**config.mk**
```make
export PLATFORM = sky130hd
export DESIGN_NAME = gpei_top
export DESIGN_NICKNAME = d
export VERILOG_FILES = /design/src/gpei_pkg.sv /design/src/gpei_edge_det.sv /design/src/gpei_pin_mux.sv /design/src/gpei_top.sv
export VERILOG_INCLUDE_DIRS = /design/src
export SDC_FILE = /design/constraint.sdc
export NUM_CORES = 1
export LEC_CHECK = 0
export BUFFER_PORTS_ARGS = -buffer_cell sky130_fd_sc_hd__buf_2
export CORE_UTILIZATION = 25
export DETAILED_ROUTE_END_ITERATION = 12
export SLEW_MARGIN = 20
export SYNTH_ARGS = -nofsm -noshare
export SYNTH_HDL_FRONTEND = slang
export SYNTH_SLANG_ARGS = --single-unit
```
**constraint.sdc**
```tcl
create_clock -name aclk -period 2 [get_ports aclk]
set_clock_uncertainty 0.2 [all_clocks]
set_input_delay 0.1 -clock aclk [delete_from_list [all_inputs] [get_ports aclk]]
set_output_delay 0.1 -clock aclk [all_outputs]
set_load 0.1 [all_outputs]
```
**src/gpei_params.svh**
```systemverilog
`ifndef GPEI_PARAMS_SVH
`define GPEI_PARAMS_SVH

// Register indices; byte address is four times the index
`define GPEI_IDX_A_DATA   6'h00
`define GPEI_IDX_A_DIR    6'h01
`define GPEI_IDX_B_DATA   6'h02
`define GPEI_IDX_B_DIR    6'h03
`define GPEI_IDX_C_DATA   6'h04
`define GPEI_IDX_C_DIR    6'h05
`define GPEI_IDX_IRQ_EN   6'h08
`define GPEI_IDX_PENDING  6'h0A

// Reset values
`define GPEI_RST_LATCH    8'h00
`define GPEI_RST_DIR      8'h00
`define GPEI_RST_IRQ_EN   8'h00
`define GPEI_RST_C_LOW    3'h0

// Port C has three pins; the upper data bits read as ones
`define GPEI_C_UNUSED     8'hF8

// Interrupt line layout: bit k is line k+1, lines 1,2,5,6 rising
`define GPEI_RISE_MASK    8'h33

// Bus responses
`define GPEI_RESP_OKAY    2'h0
`define GPEI_RESP_SLVERR  2'h2

`endif

```
**src/gpei_pkg.sv**
```systemverilog
package gpei_pkg;

   // Alternate function request from on-chip peripherals, one bit per pin
   typedef struct packed {
      logic [7:0] drive;
      logic [7:0] value;
      logic [7:0] od;
   } gpei_alt_t;

   // Edge detector state
   typedef struct packed {
      logic s1;
      logic s2;
      logic prev;
   } gpei_edge_st_t;

   // Whole state of the top module
   typedef struct packed {
      logic       awready;
      logic       aw_held;
      logic [5:0] aw_idx;
      logic       wready;
      logic       w_held;
      logic [7:0] wdata;
      logic       wstrb0;
      logic       bvalid;
      logic [1:0] bresp;
      logic       arready;
      logic       rvalid;
      logic [1:0] rresp;
      logic [7:0] rdata;
      logic [7:0] latch_a;
      logic [7:0] latch_b;
      logic [2:0] latch_c;
      logic [7:0] dir_a;
      logic [7:0] dir_b;
      logic [2:0] dir_c;
      logic [7:0] irq_en;
      logic [7:0] pending;
      logic       irq_req;
      logic [7:0] out_a;
      logic [7:0] oe_a;
      logic [7:0] out_b;
      logic [7:0] oe_b;
      logic [2:0] out_c;
      logic [2:0] oe_c;
      logic [7:0] analog_sel;
   } gpei_state_t;

endpackage

```
**src/gpei_edge_det.sv**
```systemverilog
`timescale 1ns/10ps
module gpei_edge_det #(
   parameter bit RISING = 1'b1
) (
   input  wire logic aclk,
   input  wire logic aresetn,
   input  wire logic ce,
   input  wire logic pin,
   input  wire logic enable,
   input  wire logic inhibit,
   output logic      prev_level,
   output logic      pulse
);
   gpei_pkg::gpei_edge_st_t st_ff;
   gpei_pkg::gpei_edge_st_t nxt_st;

   // Two-stage synchroniser then one sample of history
   always_comb begin
      nxt_st      = st_ff;
      nxt_st.s1   = pin;
      nxt_st.s2   = st_ff.s1;
      nxt_st.prev = st_ff.s2;
   end

   // Idle level at reset avoids a false edge
   always_ff @(posedge aclk) begin
      if (!aresetn) begin
         st_ff <= RISING ? 3'b000 : 3'b111;
      end else if (ce) begin
         st_ff <= nxt_st;
      end
   end

   // Single-cycle detect, gated by enable and output inhibit
   assign prev_level = st_ff.prev;
   assign pulse = enable && !inhibit &&
                  (RISING ? (st_ff.s2 && !st_ff.prev) : (!st_ff.s2 && st_ff.prev));
endmodule

```
**src/gpei_pin_mux.sv**
```systemverilog
`timescale 1ns/10ps
module gpei_pin_mux #(
   parameter int W = 8
) (
   input  wire logic [W-1:0] latch,
   input  wire logic [W-1:0] dir,
   input  wire logic [W-1:0] drive,
   input  wire logic [W-1:0] value,
   input  wire logic [W-1:0] od,
   output logic      [W-1:0] eff_out,
   output logic      [W-1:0] pin_out,
   output logic      [W-1:0] pin_oe
);
   // Peripheral drive overrides the latch and the direction bit
   assign eff_out = dir | drive;
   assign pin_out = (drive & value & ~od) | (~drive & latch);
   // Open drain only pulls low; push-pull always drives
   assign pin_oe  = (drive & (~od | ~value)) | (~drive & dir);
endmodule

```
**src/gpei_top.sv**
```systemverilog
// Summary of operation
// - Enabled rising edge on lines 1,2,5,6 requests
// - Enabled falling edge on lines 3,4,7,8 requests
// - No request from disabled or other pins
// - Direction bit per pin: 0 input, 1 output
// - Input pin read returns pin level
// - Each line detects its own edge unless a held line of its group masks it
// - Enabled lines ORed; held level masks group
// - Output pin drives latch; read returns latch
// - Output pins raise no interrupt
// - Peripheral function overrides data and direction
// - Peripheral drive forces output, push-pull or open-drain
// - Peripheral input pins stay readable as inputs
// - Only the selected analog pin reaches converter
// - Request reaches CPU only while mask clear
// - All eight lines share one request vector
//
// Added by the designer: the AXI4-Lite slave port.
`timescale 1ns/10ps
`include "gpei_params.svh"
module gpei_top (
   input  wire logic                aclk,
   input  wire logic                aresetn,
   input  wire logic                ce,
   input  wire logic [7:0]          s_axi_awaddr,
   input  wire logic                s_axi_awvalid,
   output logic                     s_axi_awready,
   input  wire logic [31:0]         s_axi_wdata,
   input  wire logic [3:0]          s_axi_wstrb,
   input  wire logic                s_axi_wvalid,
   output logic                     s_axi_wready,
   output logic [1:0]               s_axi_bresp,
   output logic                     s_axi_bvalid,
   input  wire logic                s_axi_bready,
   input  wire logic [7:0]          s_axi_araddr,
   input  wire logic                s_axi_arvalid,
   output logic                     s_axi_arready,
   output logic [31:0]              s_axi_rdata,
   output logic [1:0]               s_axi_rresp,
   output logic                     s_axi_rvalid,
   input  wire logic                s_axi_rready,
   input  wire logic [7:0]          pin_a_in,
   output logic [7:0]               pin_a_out,
   output logic [7:0]               pin_a_oe,
   input  wire logic [7:0]          pin_b_in,
   output logic [7:0]               pin_b_out,
   output logic [7:0]               pin_b_oe,
   input  wire logic [2:0]          pin_c_in,
   output logic [2:0]               pin_c_out,
   output logic [2:0]               pin_c_oe,
   input  wire gpei_pkg::gpei_alt_t alt_a,
   input  wire gpei_pkg::gpei_alt_t alt_b,
   input  wire gpei_pkg::gpei_alt_t alt_c,
   input  wire logic                adc_enable,
   input  wire logic [2:0]          adc_channel,
   input  wire logic                cpu_irq_mask,
   input  wire logic                irq_ack,
   output logic                     irq_req,
   output logic [7:0]               analog_sel
);
   gpei_pkg::gpei_state_t st_ff;
   gpei_pkg::gpei_state_t nxt_st;

   logic [7:0] eff_a;
   logic [7:0] eff_b;
   logic [2:0] eff_c;
   logic [7:0] mux_out_a;
   logic [7:0] mux_oe_a;
   logic [7:0] mux_out_b;
   logic [7:0] mux_oe_b;
   logic [2:0] mux_out_c;
   logic [2:0] mux_oe_c;
   logic [7:0] line_pin;
   logic [7:0] line_inhibit;
   logic [7:0] line_prev;
   logic [7:0] line_pulse;
   logic [7:0] line_held;
   logic [7:0] accept;
   logic [7:0] rd_val;
   logic       rd_ok;
   logic [7:0] w1c;
   logic       wr_ok;

   // Pin multiplexers, one per port
   gpei_pin_mux #(.W(8)) u_mux_a (
      .latch   (st_ff.latch_a),
      .dir     (st_ff.dir_a),
      .drive   (alt_a.drive),
      .value   (alt_a.value),
      .od      (alt_a.od),
      .eff_out (eff_a),
      .pin_out (mux_out_a),
      .pin_oe  (mux_oe_a)
   );

   gpei_pin_mux #(.W(8)) u_mux_b (
      .latch   (st_ff.latch_b),
      .dir     (st_ff.dir_b),
      .drive   (alt_b.drive),
      .value   (alt_b.value),
      .od      (alt_b.od),
      .eff_out (eff_b),
      .pin_out (mux_out_b),
      .pin_oe  (mux_oe_b)
   );

   gpei_pin_mux #(.W(3)) u_mux_c (
      .latch   (st_ff.latch_c),
      .dir     (st_ff.dir_c),
      .drive   (alt_c.drive[2:0]),
      .value   (alt_c.value[2:0]),
      .od      (alt_c.od[2:0]),
      .eff_out (eff_c),
      .pin_out (mux_out_c),
      .pin_oe  (mux_oe_c)
   );

   // Interrupt lines sit on the upper halves of ports A and B
   assign line_pin     = {pin_b_in[7:4], pin_a_in[7:4]};
   assign line_inhibit = {eff_b[7:4], eff_a[7:4]};

   // One edge detector per line, polarity fixed per line
   for (genvar k = 0; k < 8; k++) begin : g_line
      localparam logic [7:0] RISE_MASK = `GPEI_RISE_MASK;
      localparam bit         RISE      = RISE_MASK[k];
      logic grp_block;

      gpei_edge_det #(.RISING(RISE)) u_edge (
         .aclk       (aclk),
         .aresetn    (aresetn),
         .ce         (ce),
         .pin        (line_pin[k]),
         .enable     (st_ff.irq_en[k]),
         .inhibit    (line_inhibit[k]),
         .prev_level (line_prev[k]),
         .pulse      (line_pulse[k])
      );

      // Line already asserted in its wired group
      assign line_held[k] = st_ff.irq_en[k] && !line_inhibit[k] &&
                            (RISE ? line_prev[k] : !line_prev[k]);
      // Another asserted line of the same polarity hides this edge
      assign grp_block = |(line_held & ~(8'h01 << k) &
                           (RISE ? `GPEI_RISE_MASK : ~`GPEI_RISE_MASK));
      assign accept[k] = line_pulse[k] && !grp_block;
   end

   // Read decode; inputs read the pin, outputs the latch
   always_comb begin
      rd_val = 8'h00;
      rd_ok  = 1'b1;
      unique case (s_axi_araddr[7:2])
         `GPEI_IDX_A_DATA:  rd_val = (st_ff.latch_a & eff_a) | (pin_a_in & ~eff_a);
         `GPEI_IDX_A_DIR:   rd_val = st_ff.dir_a;
         `GPEI_IDX_B_DATA:  rd_val = (st_ff.latch_b & eff_b) | (pin_b_in & ~eff_b);
         `GPEI_IDX_B_DIR:   rd_val = st_ff.dir_b;
         `GPEI_IDX_C_DATA:  rd_val = `GPEI_C_UNUSED |
                                     {5'h00, (st_ff.latch_c & eff_c) | (pin_c_in & ~eff_c)};
         `GPEI_IDX_C_DIR:   rd_val = `GPEI_C_UNUSED | {5'h00, st_ff.dir_c};
         `GPEI_IDX_IRQ_EN:  rd_val = st_ff.irq_en;
         `GPEI_IDX_PENDING: rd_val = st_ff.pending;
         default:           rd_ok  = 1'b0;
      endcase
   end

   // Write target check
   always_comb begin
      unique case (st_ff.aw_idx)
         `GPEI_IDX_A_DATA, `GPEI_IDX_A_DIR, `GPEI_IDX_B_DATA, `GPEI_IDX_B_DIR,
         `GPEI_IDX_C_DATA, `GPEI_IDX_C_DIR, `GPEI_IDX_IRQ_EN,
         `GPEI_IDX_PENDING: wr_ok = 1'b1;
         default:           wr_ok = 1'b0;
      endcase
   end

   // Next state
   always_comb begin
      nxt_st = st_ff;
      w1c    = 8'h00;

      // Write address channel, one-cycle ready
      nxt_st.awready = 1'b0;
      if (st_ff.awready) begin
         nxt_st.aw_held = 1'b1;
         nxt_st.aw_idx  = s_axi_awaddr[7:2];
      end else if (!st_ff.aw_held && s_axi_awvalid) begin
         nxt_st.awready = 1'b1;
      end

      // Write data channel, one-cycle ready
      nxt_st.wready = 1'b0;
      if (st_ff.wready) begin
         nxt_st.w_held = 1'b1;
         nxt_st.wdata  = s_axi_wdata[7:0];
         nxt_st.wstrb0 = s_axi_wstrb[0];
      end else if (!st_ff.w_held && s_axi_wvalid) begin
         nxt_st.wready = 1'b1;
      end

      // Write response
      if (st_ff.bvalid && s_axi_bready) begin
         nxt_st.bvalid = 1'b0;
      end

      // Commit once both halves are held and no response waits
      if (st_ff.aw_held && st_ff.w_held && !st_ff.bvalid) begin
         nxt_st.aw_held = 1'b0;
         nxt_st.w_held  = 1'b0;
         nxt_st.bvalid  = 1'b1;
         nxt_st.bresp   = wr_ok ? `GPEI_RESP_OKAY : `GPEI_RESP_SLVERR;
         if (st_ff.wstrb0) begin
            unique case (st_ff.aw_idx)
               `GPEI_IDX_A_DATA:  nxt_st.latch_a = st_ff.wdata;
               `GPEI_IDX_A_DIR:   nxt_st.dir_a   = st_ff.wdata;
               `GPEI_IDX_B_DATA:  nxt_st.latch_b = st_ff.wdata;
               `GPEI_IDX_B_DIR:   nxt_st.dir_b   = st_ff.wdata;
               `GPEI_IDX_C_DATA:  nxt_st.latch_c = st_ff.wdata[2:0];
               `GPEI_IDX_C_DIR:   nxt_st.dir_c   = st_ff.wdata[2:0];
               `GPEI_IDX_IRQ_EN:  nxt_st.irq_en  = st_ff.wdata;
               `GPEI_IDX_PENDING: w1c            = st_ff.wdata;
               default:           ;
            endcase
         end
      end

      // Read channel: ready one cycle, data the cycle after
      nxt_st.arready = 1'b0;
      if (st_ff.rvalid && s_axi_rready) begin
         nxt_st.rvalid = 1'b0;
      end
      if (st_ff.arready) begin
         nxt_st.rvalid = 1'b1;
         nxt_st.rdata  = rd_val;
         nxt_st.rresp  = rd_ok ? `GPEI_RESP_OKAY : `GPEI_RESP_SLVERR;
      end else if (!st_ff.rvalid && s_axi_arvalid) begin
         nxt_st.arready = 1'b1;
      end

      // Pending stays latched while masked; a new edge beats a clear
      nxt_st.pending = (st_ff.pending & ~(irq_ack ? 8'hFF : w1c)) | accept;
      nxt_st.irq_req = (|st_ff.pending) && !cpu_irq_mask;

      // Registered pin drive
      nxt_st.out_a = mux_out_a;
      nxt_st.oe_a  = mux_oe_a;
      nxt_st.out_b = mux_out_b;
      nxt_st.oe_b  = mux_oe_b;
      nxt_st.out_c = mux_out_c;
      nxt_st.oe_c  = mux_oe_c;

      // Analog multiplexer: at most the selected port B pin
      nxt_st.analog_sel = adc_enable ? (8'h01 << adc_channel) : 8'h00;
   end

   // State register with clock enable
   always_ff @(posedge aclk) begin
      if (!aresetn) begin
         st_ff         <= '0;
         st_ff.latch_a <= `GPEI_RST_LATCH;
         st_ff.latch_b <= `GPEI_RST_LATCH;
         st_ff.latch_c <= `GPEI_RST_C_LOW;
         st_ff.dir_a   <= `GPEI_RST_DIR;
         st_ff.dir_b   <= `GPEI_RST_DIR;
         st_ff.dir_c   <= `GPEI_RST_C_LOW;
         st_ff.irq_en  <= `GPEI_RST_IRQ_EN;
      end else if (ce) begin
         st_ff <= nxt_st;
      end
   end

   // Outputs straight from the state register
   assign s_axi_awready = st_ff.awready;
   assign s_axi_wready  = st_ff.wready;
   assign s_axi_bvalid  = st_ff.bvalid;
   assign s_axi_bresp   = st_ff.bresp;
   assign s_axi_arready = st_ff.arready;
   assign s_axi_rvalid  = st_ff.rvalid;
   assign s_axi_rresp   = st_ff.rresp;
   assign s_axi_rdata   = {24'h000000, st_ff.rdata};
   assign pin_a_out     = st_ff.out_a;
   assign pin_a_oe      = st_ff.oe_a;
   assign pin_b_out     = st_ff.out_b;
   assign pin_b_oe      = st_ff.oe_b;
   assign pin_c_out     = st_ff.out_c;
   assign pin_c_oe      = st_ff.oe_c;
   assign irq_req       = st_ff.irq_req;
   assign analog_sel    = st_ff.analog_sel;
endmodule

```
==> results of run 1 <==
[critical path: stages]
cell and delay [ps]:
dlygate4sd3_1 540, buf_2 130, mux2i_1 110, dlygate4sd3_1 560, nand2_1 50, dlygate4sd3_1 560
[cells by family after synthesis]
family                 count (synthesis)  share of synthesized area [%]
multiplexers                          37                          4.831
other                                  1                        0.04858
AND/OR/NAND/NOR                      347                          21.85
buffers and inverters                147                          11.56
AO/OA/AOI/OAI                        229                          20.73
flip-flops                           158                          40.98
[per-stage QoR]
step	power, mW	std cells	area, um2
finish	8.285	1580	10640
global route	8.567	1580	10640
CTS	8.333	1579	10610
detailed placement	4.590	1421	8717
global placement	4.581	1421	8717
floorplan	4.335	944	7819
[power groups by stage]
| stage | Clock (mW) | Combinational, mW | Sequential (mW) |
|---|---|---|---|
| 2_1_floorplan | 0 | 0.974 | 3.36 |
| 3_3_place_gp | 0 | 1.24 | 3.34 |
| 3_5_place_dp | 0 | 1.24 | 3.35 |
| 4_1_cts | 3.62 | 1.44 | 3.28 |
| 5_1_grt | 3.75 | 1.53 | 3.28 |
| 6_report | 3.56 | 1.45 | 3.28 |
[cell usage in the layout (no fill, tap or decap), types with 13 or more instances in the layout]
master	count
dlygate4sd3_1	127
conb_1	26
nor2_1	140
a311oi_1	31
a21oi_1	65
dfxtp_1	155
o21ai_0	35
buf_2	171
a31o_2	38
inv_1	15
or3b_2	13
nand2b_1	15
buf_4	43
nand3_1	21
clkbuf_16	17
nand2_1	82
mux2i_1	35
[area by class of cell]
class | instances | area share, %
multi-input cells | 639 | 35.47
flip-flops and latches | 158 | 29.79
repair buffers | 344 | 23.59
well taps | 390 | 4.587
clock buffers | 23 | 4.493
clock inverters | 9 | 1.470
inverters | 17 | 0.5998
[state kept, by name, indices dropped and copies added, names as in the netlist, 8 cells and up, named ones only]
name / flops
pin_a_oe: 8
g_line.u_edge.nxt_st: 16
st_ff: 71
pin_a_out: 8
g_line.u_edge.prev_level: 8
pin_b_out: 8
s_axi_rdata: 8
analog_sel: 8
pin_b_oe: 8
[repair_timing]
action	in CTS	in global routing
gates resized for setup	0	5
endpoints found under the hold margin	88	6
hold buffers	126	6
endpoints found under the setup margin	0	7
[worst max-delay path by stage]
stage | from | end | slack (ps) | cells after the start
5_1_grt | st_ff[65] | s_axi_rdata[2] | 2 | 4
3_5_place_dp | st_ff[76] | s_axi_rdata[2] | 6 | 4
6_report | pin_a_in[7] | g_line[3].u_edge.nxt_st[1] | 50 | 6
3_3_place_gp | st_ff[76] | s_axi_rdata[2] | 90 | 4
4_1_cts | st_ff[76] | s_axi_rdata[2] | 3 | 4
2_1_floorplan | s_axi_bvalid | st_ff[71] | 30 | 6
[metal layers]
metal  share of wire, %  GRT usage [%]  up-vias
met5                  0              0        -
li1                   -              -     3731
met4                2.8          6.588        0
met1                 46          21.93     3659
met3                4.6          2.485       40
met2                 47          27.96      245
==> impl_metrics.toml, run 1 <==
[run_status]
status = "finished, final reports clean"

[setup_path]
r2r_start = "g_line[3].u_edge.nxt_st[1]"
worstSetupStartpointType = "input pin"
critPathMaxFanout = 2
worstSetupPathType = "in -> reg"
r2r-end = "g_line[3].u_edge.nxt_st[1]"
end_kind = "register"
crit_required_ps = 2110
rrSetupSlack_ps = 100
worstPathArrival_ps = 2050
ff2ff_path_depth = 4

[clocking]
clock-sinks = 158
cts.path.max_buffers = 2
cts_tree = "done"
cts_root_buffer = "clkbuf_16"
cts_setup_buffers = 0
cts_buffers = 17
clk_pin_slew_worst_paths_ps = 70
clk_latency_ps = 430
htree_levels = 4

[placed_design]
hpwl_mm = 19.51
gp_congestion = 0.8838
io_buffers = 172
pre_cts_ws_ps = 5.980

[synth]
synth_warnings = 0
synth_seq_area_share_pct = 40.98
yosysTopAreaCell = "dfxtp_1"
ys_seq_elements = 158
synth_area_um2 = 7719
synth-edff-count = 0
yosysMostFrequentCell = "dfxtp_1"
avgSynthCellArea_um2 = 8.399
synth_cells = 919
synthFlopType = "dfxtp_1"
ys_async_sr_fraction_pct = 0
synth_cell_types = 63
synth.top_cell.area_share_pct = 40.98
synth_common_cells = "158 x dfxtp_1, 141 x nor2_1, 82 x buf_4, 82 x nand2_1, 65 x a21oi_1"
synth.area.top_cells = "dfxtp_1 41%, buf_4 8.0%, nor2_1 6.9%, mux2i_1 4.5%, a31o_2 4.3%"

[pwr]
power.density_nw_per_um2 = 778.8
intPower_mw = 5.870
leakage_nw = 4.317
swShare_pct = 29.15
clkPwrFrac_pct = 43.0
combPwrFrac_pct = 17.5
p_seq_share_pct = 39.5
switching_power_mw = 2.415
ir_drop_uv = 605.2

[timing]
period_needed_ps = 1947
worst_pin_slew_ps = 638.6
rsz0062_at_grt = "false"
layout_setup_ws_ps = 52.56
drv_slew = 0
setup_tns_ps = 0
setup_viol = 0
hold_viol_final = 0
fmax_mhz = 513.5
fin_crit_sh_pct = 97.37
max_slew_margin_pct = 56.83
holdWs_ps = 17.29

[drt]
post_drt_via_cell_ratio = 4.858
wl_mm = 26.66
vias = 7675
drtIter0Drc = 476
ant_nets = 0
wl_per_cell_um = 16.87
drt_drc_violations_left = 0
dr.pass1.iters = 6

[final_layout]
multiInputGateArea_um2 = 3774
seq_area_um2 = 3169
fillers = 3085
syn_to_final_growth_pct = 37.83
drive_gt1_share_pct = 26.22
finish.utilization_pct = 35.42
fin_nets = 1334
n_antenna_cell = 0

[die]
die_area_um2 = 31580
start_util_pct = 25.70
core_area_um2 = 30030
rows = 63
die_y_um = 177.7
die_x_um = 177.7
io_pins = 245

[hold_path]
min_to = "pin_a_out[6]"
min_from = "alt_a[6]"
hold_path.class = "in -> reg"
hold_path_depth = 4

[global_routing]
grt-ovfl-total = 0
grt_first_pass_wirelength_mm = 40.19
grt_usage_pct = 16.88
antenna_found_initial = 0
grt_start_max_net_pins = 41
grt_pass1_vias = 7195

[job]
maxCapViolCount = 0
No activity file was read; power rests on OpenSTA's default activity.
==> run 2: changes to the inputs <==
--- a/config.mk
+++ b/config.mk
@@ -6,6 +6,7 @@
 export SDC_FILE = /design/constraint.sdc
 export NUM_CORES = 1
 export LEC_CHECK = 0
+export ABC_AREA = 1
 export BUFFER_PORTS_ARGS = -buffer_cell sky130_fd_sc_hd__buf_2
 export CORE_UTILIZATION = 25
 export DETAILED_ROUTE_END_ITERATION = 12
==> impl_metrics.toml, run 2 <==
[die]
rows = 65
start_util_pct = 25.37
die_area_um2 = 32740
core_area_um2 = 31560
die_y_um = 180.9
io_pins = 245
die_x_um = 180.9

[setup_path]
worstSetupPathType = "in -> reg"
end_kind = "register"
crit_path_frequent_cell = "dlygate4sd3_1"
r2r-end = "pin_b_oe[6]"
cpPeakStageDelay_ps = 550
worstPathArrival_ps = 2130
worstSetupStartpointType = "input pin"
critPathLaunch = "alt_a[2]"
critPathMaxFanout = 2
path_cells = "dlygate4sd3_1 > buf_2 > nand3b_1 > dlygate4sd3_1 > a21oi_1 > dlygate4sd3_1"
r2r_start = "st_ff[72]"
rrSetupSlack_ps = 140
ff2ff_path_depth = 5
cp_slowest_cell = "dlygate4sd3_1"
crit_required_ps = 2170

[hold_path]
min_to = "s_axi_rdata[0]"
min_from = "pin_c_in[0]"
hold_path.class = "in -> reg"
hold_path_depth = 9

[final_layout]
mostFrequentLayoutCell = "nand2_1"
fin_nets = 1566
top_register = "st_ff"
layout_common_cells = "231 x nand2_1, 187 x nor2_1, 172 x buf_2, 156 x dfxtp_1, 134 x dlygate4sd3_1"
largest_reg_flops = 71
finish.utilization_pct = 34.24
syn_to_final_growth_pct = 34.96
drive_gt1_share_pct = 19.30

[placed_design]
hpwl_mm = 18.91
gp_congestion = 0.8598
io_buffers = 172

[drt]
post_drt_via_cell_ratio = 4.529
dr.pass1.iters = 5
ant_nets = 0
wl_per_cell_um = 14.84
wl_met3_mm = 1.689
drtIter0Drc = 579
vias = 8257
top_layer_used = "met4"
met2_length_mm = 12.29
wl_met1_mm = 12.65
wl_mm = 27.06
drt_drc_violations_left = 0

[job]
maxCapViolCount = 0

[timing]
setup_tns_ps = 0
max_slew_margin_pct = 63.83
rsz0062_at_grt = "false"
period_needed_ps = 1955
fmax_mhz = 511.5
fin_crit_sh_pct = 97.75
hold_viol_final = 0
holdWs_ps = 14.23
worst_pin_slew_ps = 546.2
drv_slew = 0
setup_viol = 0

[run_status]
status = "finished, final reports clean"

[global_routing]
grt_start_max_net_pins = 110
antenna_found_initial = 1
grt-ovfl-total = 0
grt_first_pass_wirelength_mm = 42.40
grt_pass1_vias = 7899
grt_usage_pct = 16.63

[clocking]
cts_root_buffer = "clkbuf_16"
htree_levels = 4
clk_pin_slew_worst_paths_ps = 70
clock-sinks = 158
cts_setup_buffers = 0
clk_latency_ps = 440
cts.path.max_buffers = 2
cts_buffers = 17
cts_tree = "done"

[synth]
synth-edff-count = 0
synthFlopType = "dfxtp_1"
synth_warnings = 0
synth_cells = 1155
yosysTopAreaCell = "dfxtp_1"
synth.top_cell.area_share_pct = 39.51
synth.area.top_cells = "dfxtp_1 40%, nand2_1 11%, nor2_1 8.9%, buf_4 8.1%, o21ai_0 8.0%"
avgSynthCellArea_um2 = 6.931
synth_common_cells = "231 x nand2_1, 189 x nor2_1, 158 x dfxtp_1, 128 x o21ai_0, 90 x inv_1"
ys_seq_elements = 158
synth_seq_area_share_pct = 39.51
ys_async_sr_fraction_pct = 0
synth_cell_types = 40
yosysMostFrequentCell = "nand2_1"
synth_area_um2 = 8005

[pwr]
ir_drop_uv = 601.3
power.density_nw_per_um2 = 754.1
leakage_nw = 4.939
run 2: changes by cell type after synthesis, sizes merged, moves of 32 or more:
cell,change
inv,+78
a311oi,-32
a31o,-38
nand2,+155
mux2i,-35
o21ai,+95
nor2,+58
run 2: worst max-delay path by stage:
| stage | endpoint | slack (ps) | depth (start not counted) |
|---|---|---|---|
| global route | pin_a_out[2] | 4 | 6 |
| floorplan | st_ff[120] | 90 | 4 |
| detailed placement | st_ff[59] | 290 | 6 |
| global placement | st_ff[65] | 330 | 6 |
| finish | pin_a_out[2] | 40 | 6 |
| CTS | pin_a_out[4] | 30 | 6 |
run 2: cell type report:
cell class / instances / area, um2
fill: 3357 / 20750
multi-input combinational: 803 / 3760
sequential: 158 / 3166
timing repair buffer: 334 / 2450
tap: 402 / 503.0
clock buffer: 20 / 436.7
inverter: 95 / 369.1
clock inverter: 10 / 117.6
antenna: 1 / 2.502
run 2: repair_timing:
action | CTS | global route
gates resized for setup | 0 | 6
hold buffers | 138 | 3
endpoints found under the hold margin | 87 | 3
setup endpoints to repair | 0 | 9
run 2: worst max-delay path, delay by kind of cell:
| kind | cells | cell delay, ps |
|---|---|---|
| buffers and inverters | 4 | 1750 |
| AO/OA/AOI/OAI | 1 | 130 |
| AND/OR/NAND/NOR | 1 | 140 |
run 2: cells by family (layout without fill, tap and decap cells):
| logic type | after synthesis | after routing | synth area share, % |
|---|---|---|---|
| compound gates | 250 | 250 | 17.15 |
| buf+inv | 219 | 459 | 14.94 |
| flops | 158 | 158 | 39.51 |
| other cells | 1 | 27 | 0.04684 |
| simple gates | 527 | 527 | 28.35 |
run 2: report_power, final:
| group | switching, mW | total, mW | leakage (nW) | internal, mW |
|---|---|---|---|---|
| combinational | 1.16 | 1.63 | 3.39 | 0.473 |
| sequential | 0.0644 | 3.32 | 1.29 | 3.26 |
| clock | 1.37 | 3.19 | 0.258 | 1.82 |
| total | 2.59 | 8.15 | 4.94 | 5.55 |
run 2: per-stage QoR:
step	cells	cell area, um2	worst slack, ps	total power, mW
6_report	1823	10800	44.97	8.147
3_3_place_gp	1658	8886	331.3	4.786
5_1_grt	1822	10800	3.570	8.484
4_1_cts	1826	10820	32.85	8.200
3_5_place_dp	1658	8886	286.9	4.798
2_1_floorplan	1180	8102	87.54	4.525
run 2: layer usage:
metal  up-vias  global-route usage (%)
li1       4191                       -
met1      3785                   21.41
met2       253                   27.23
met3        28                   4.374
met4         0                   4.746
met5         -                       0
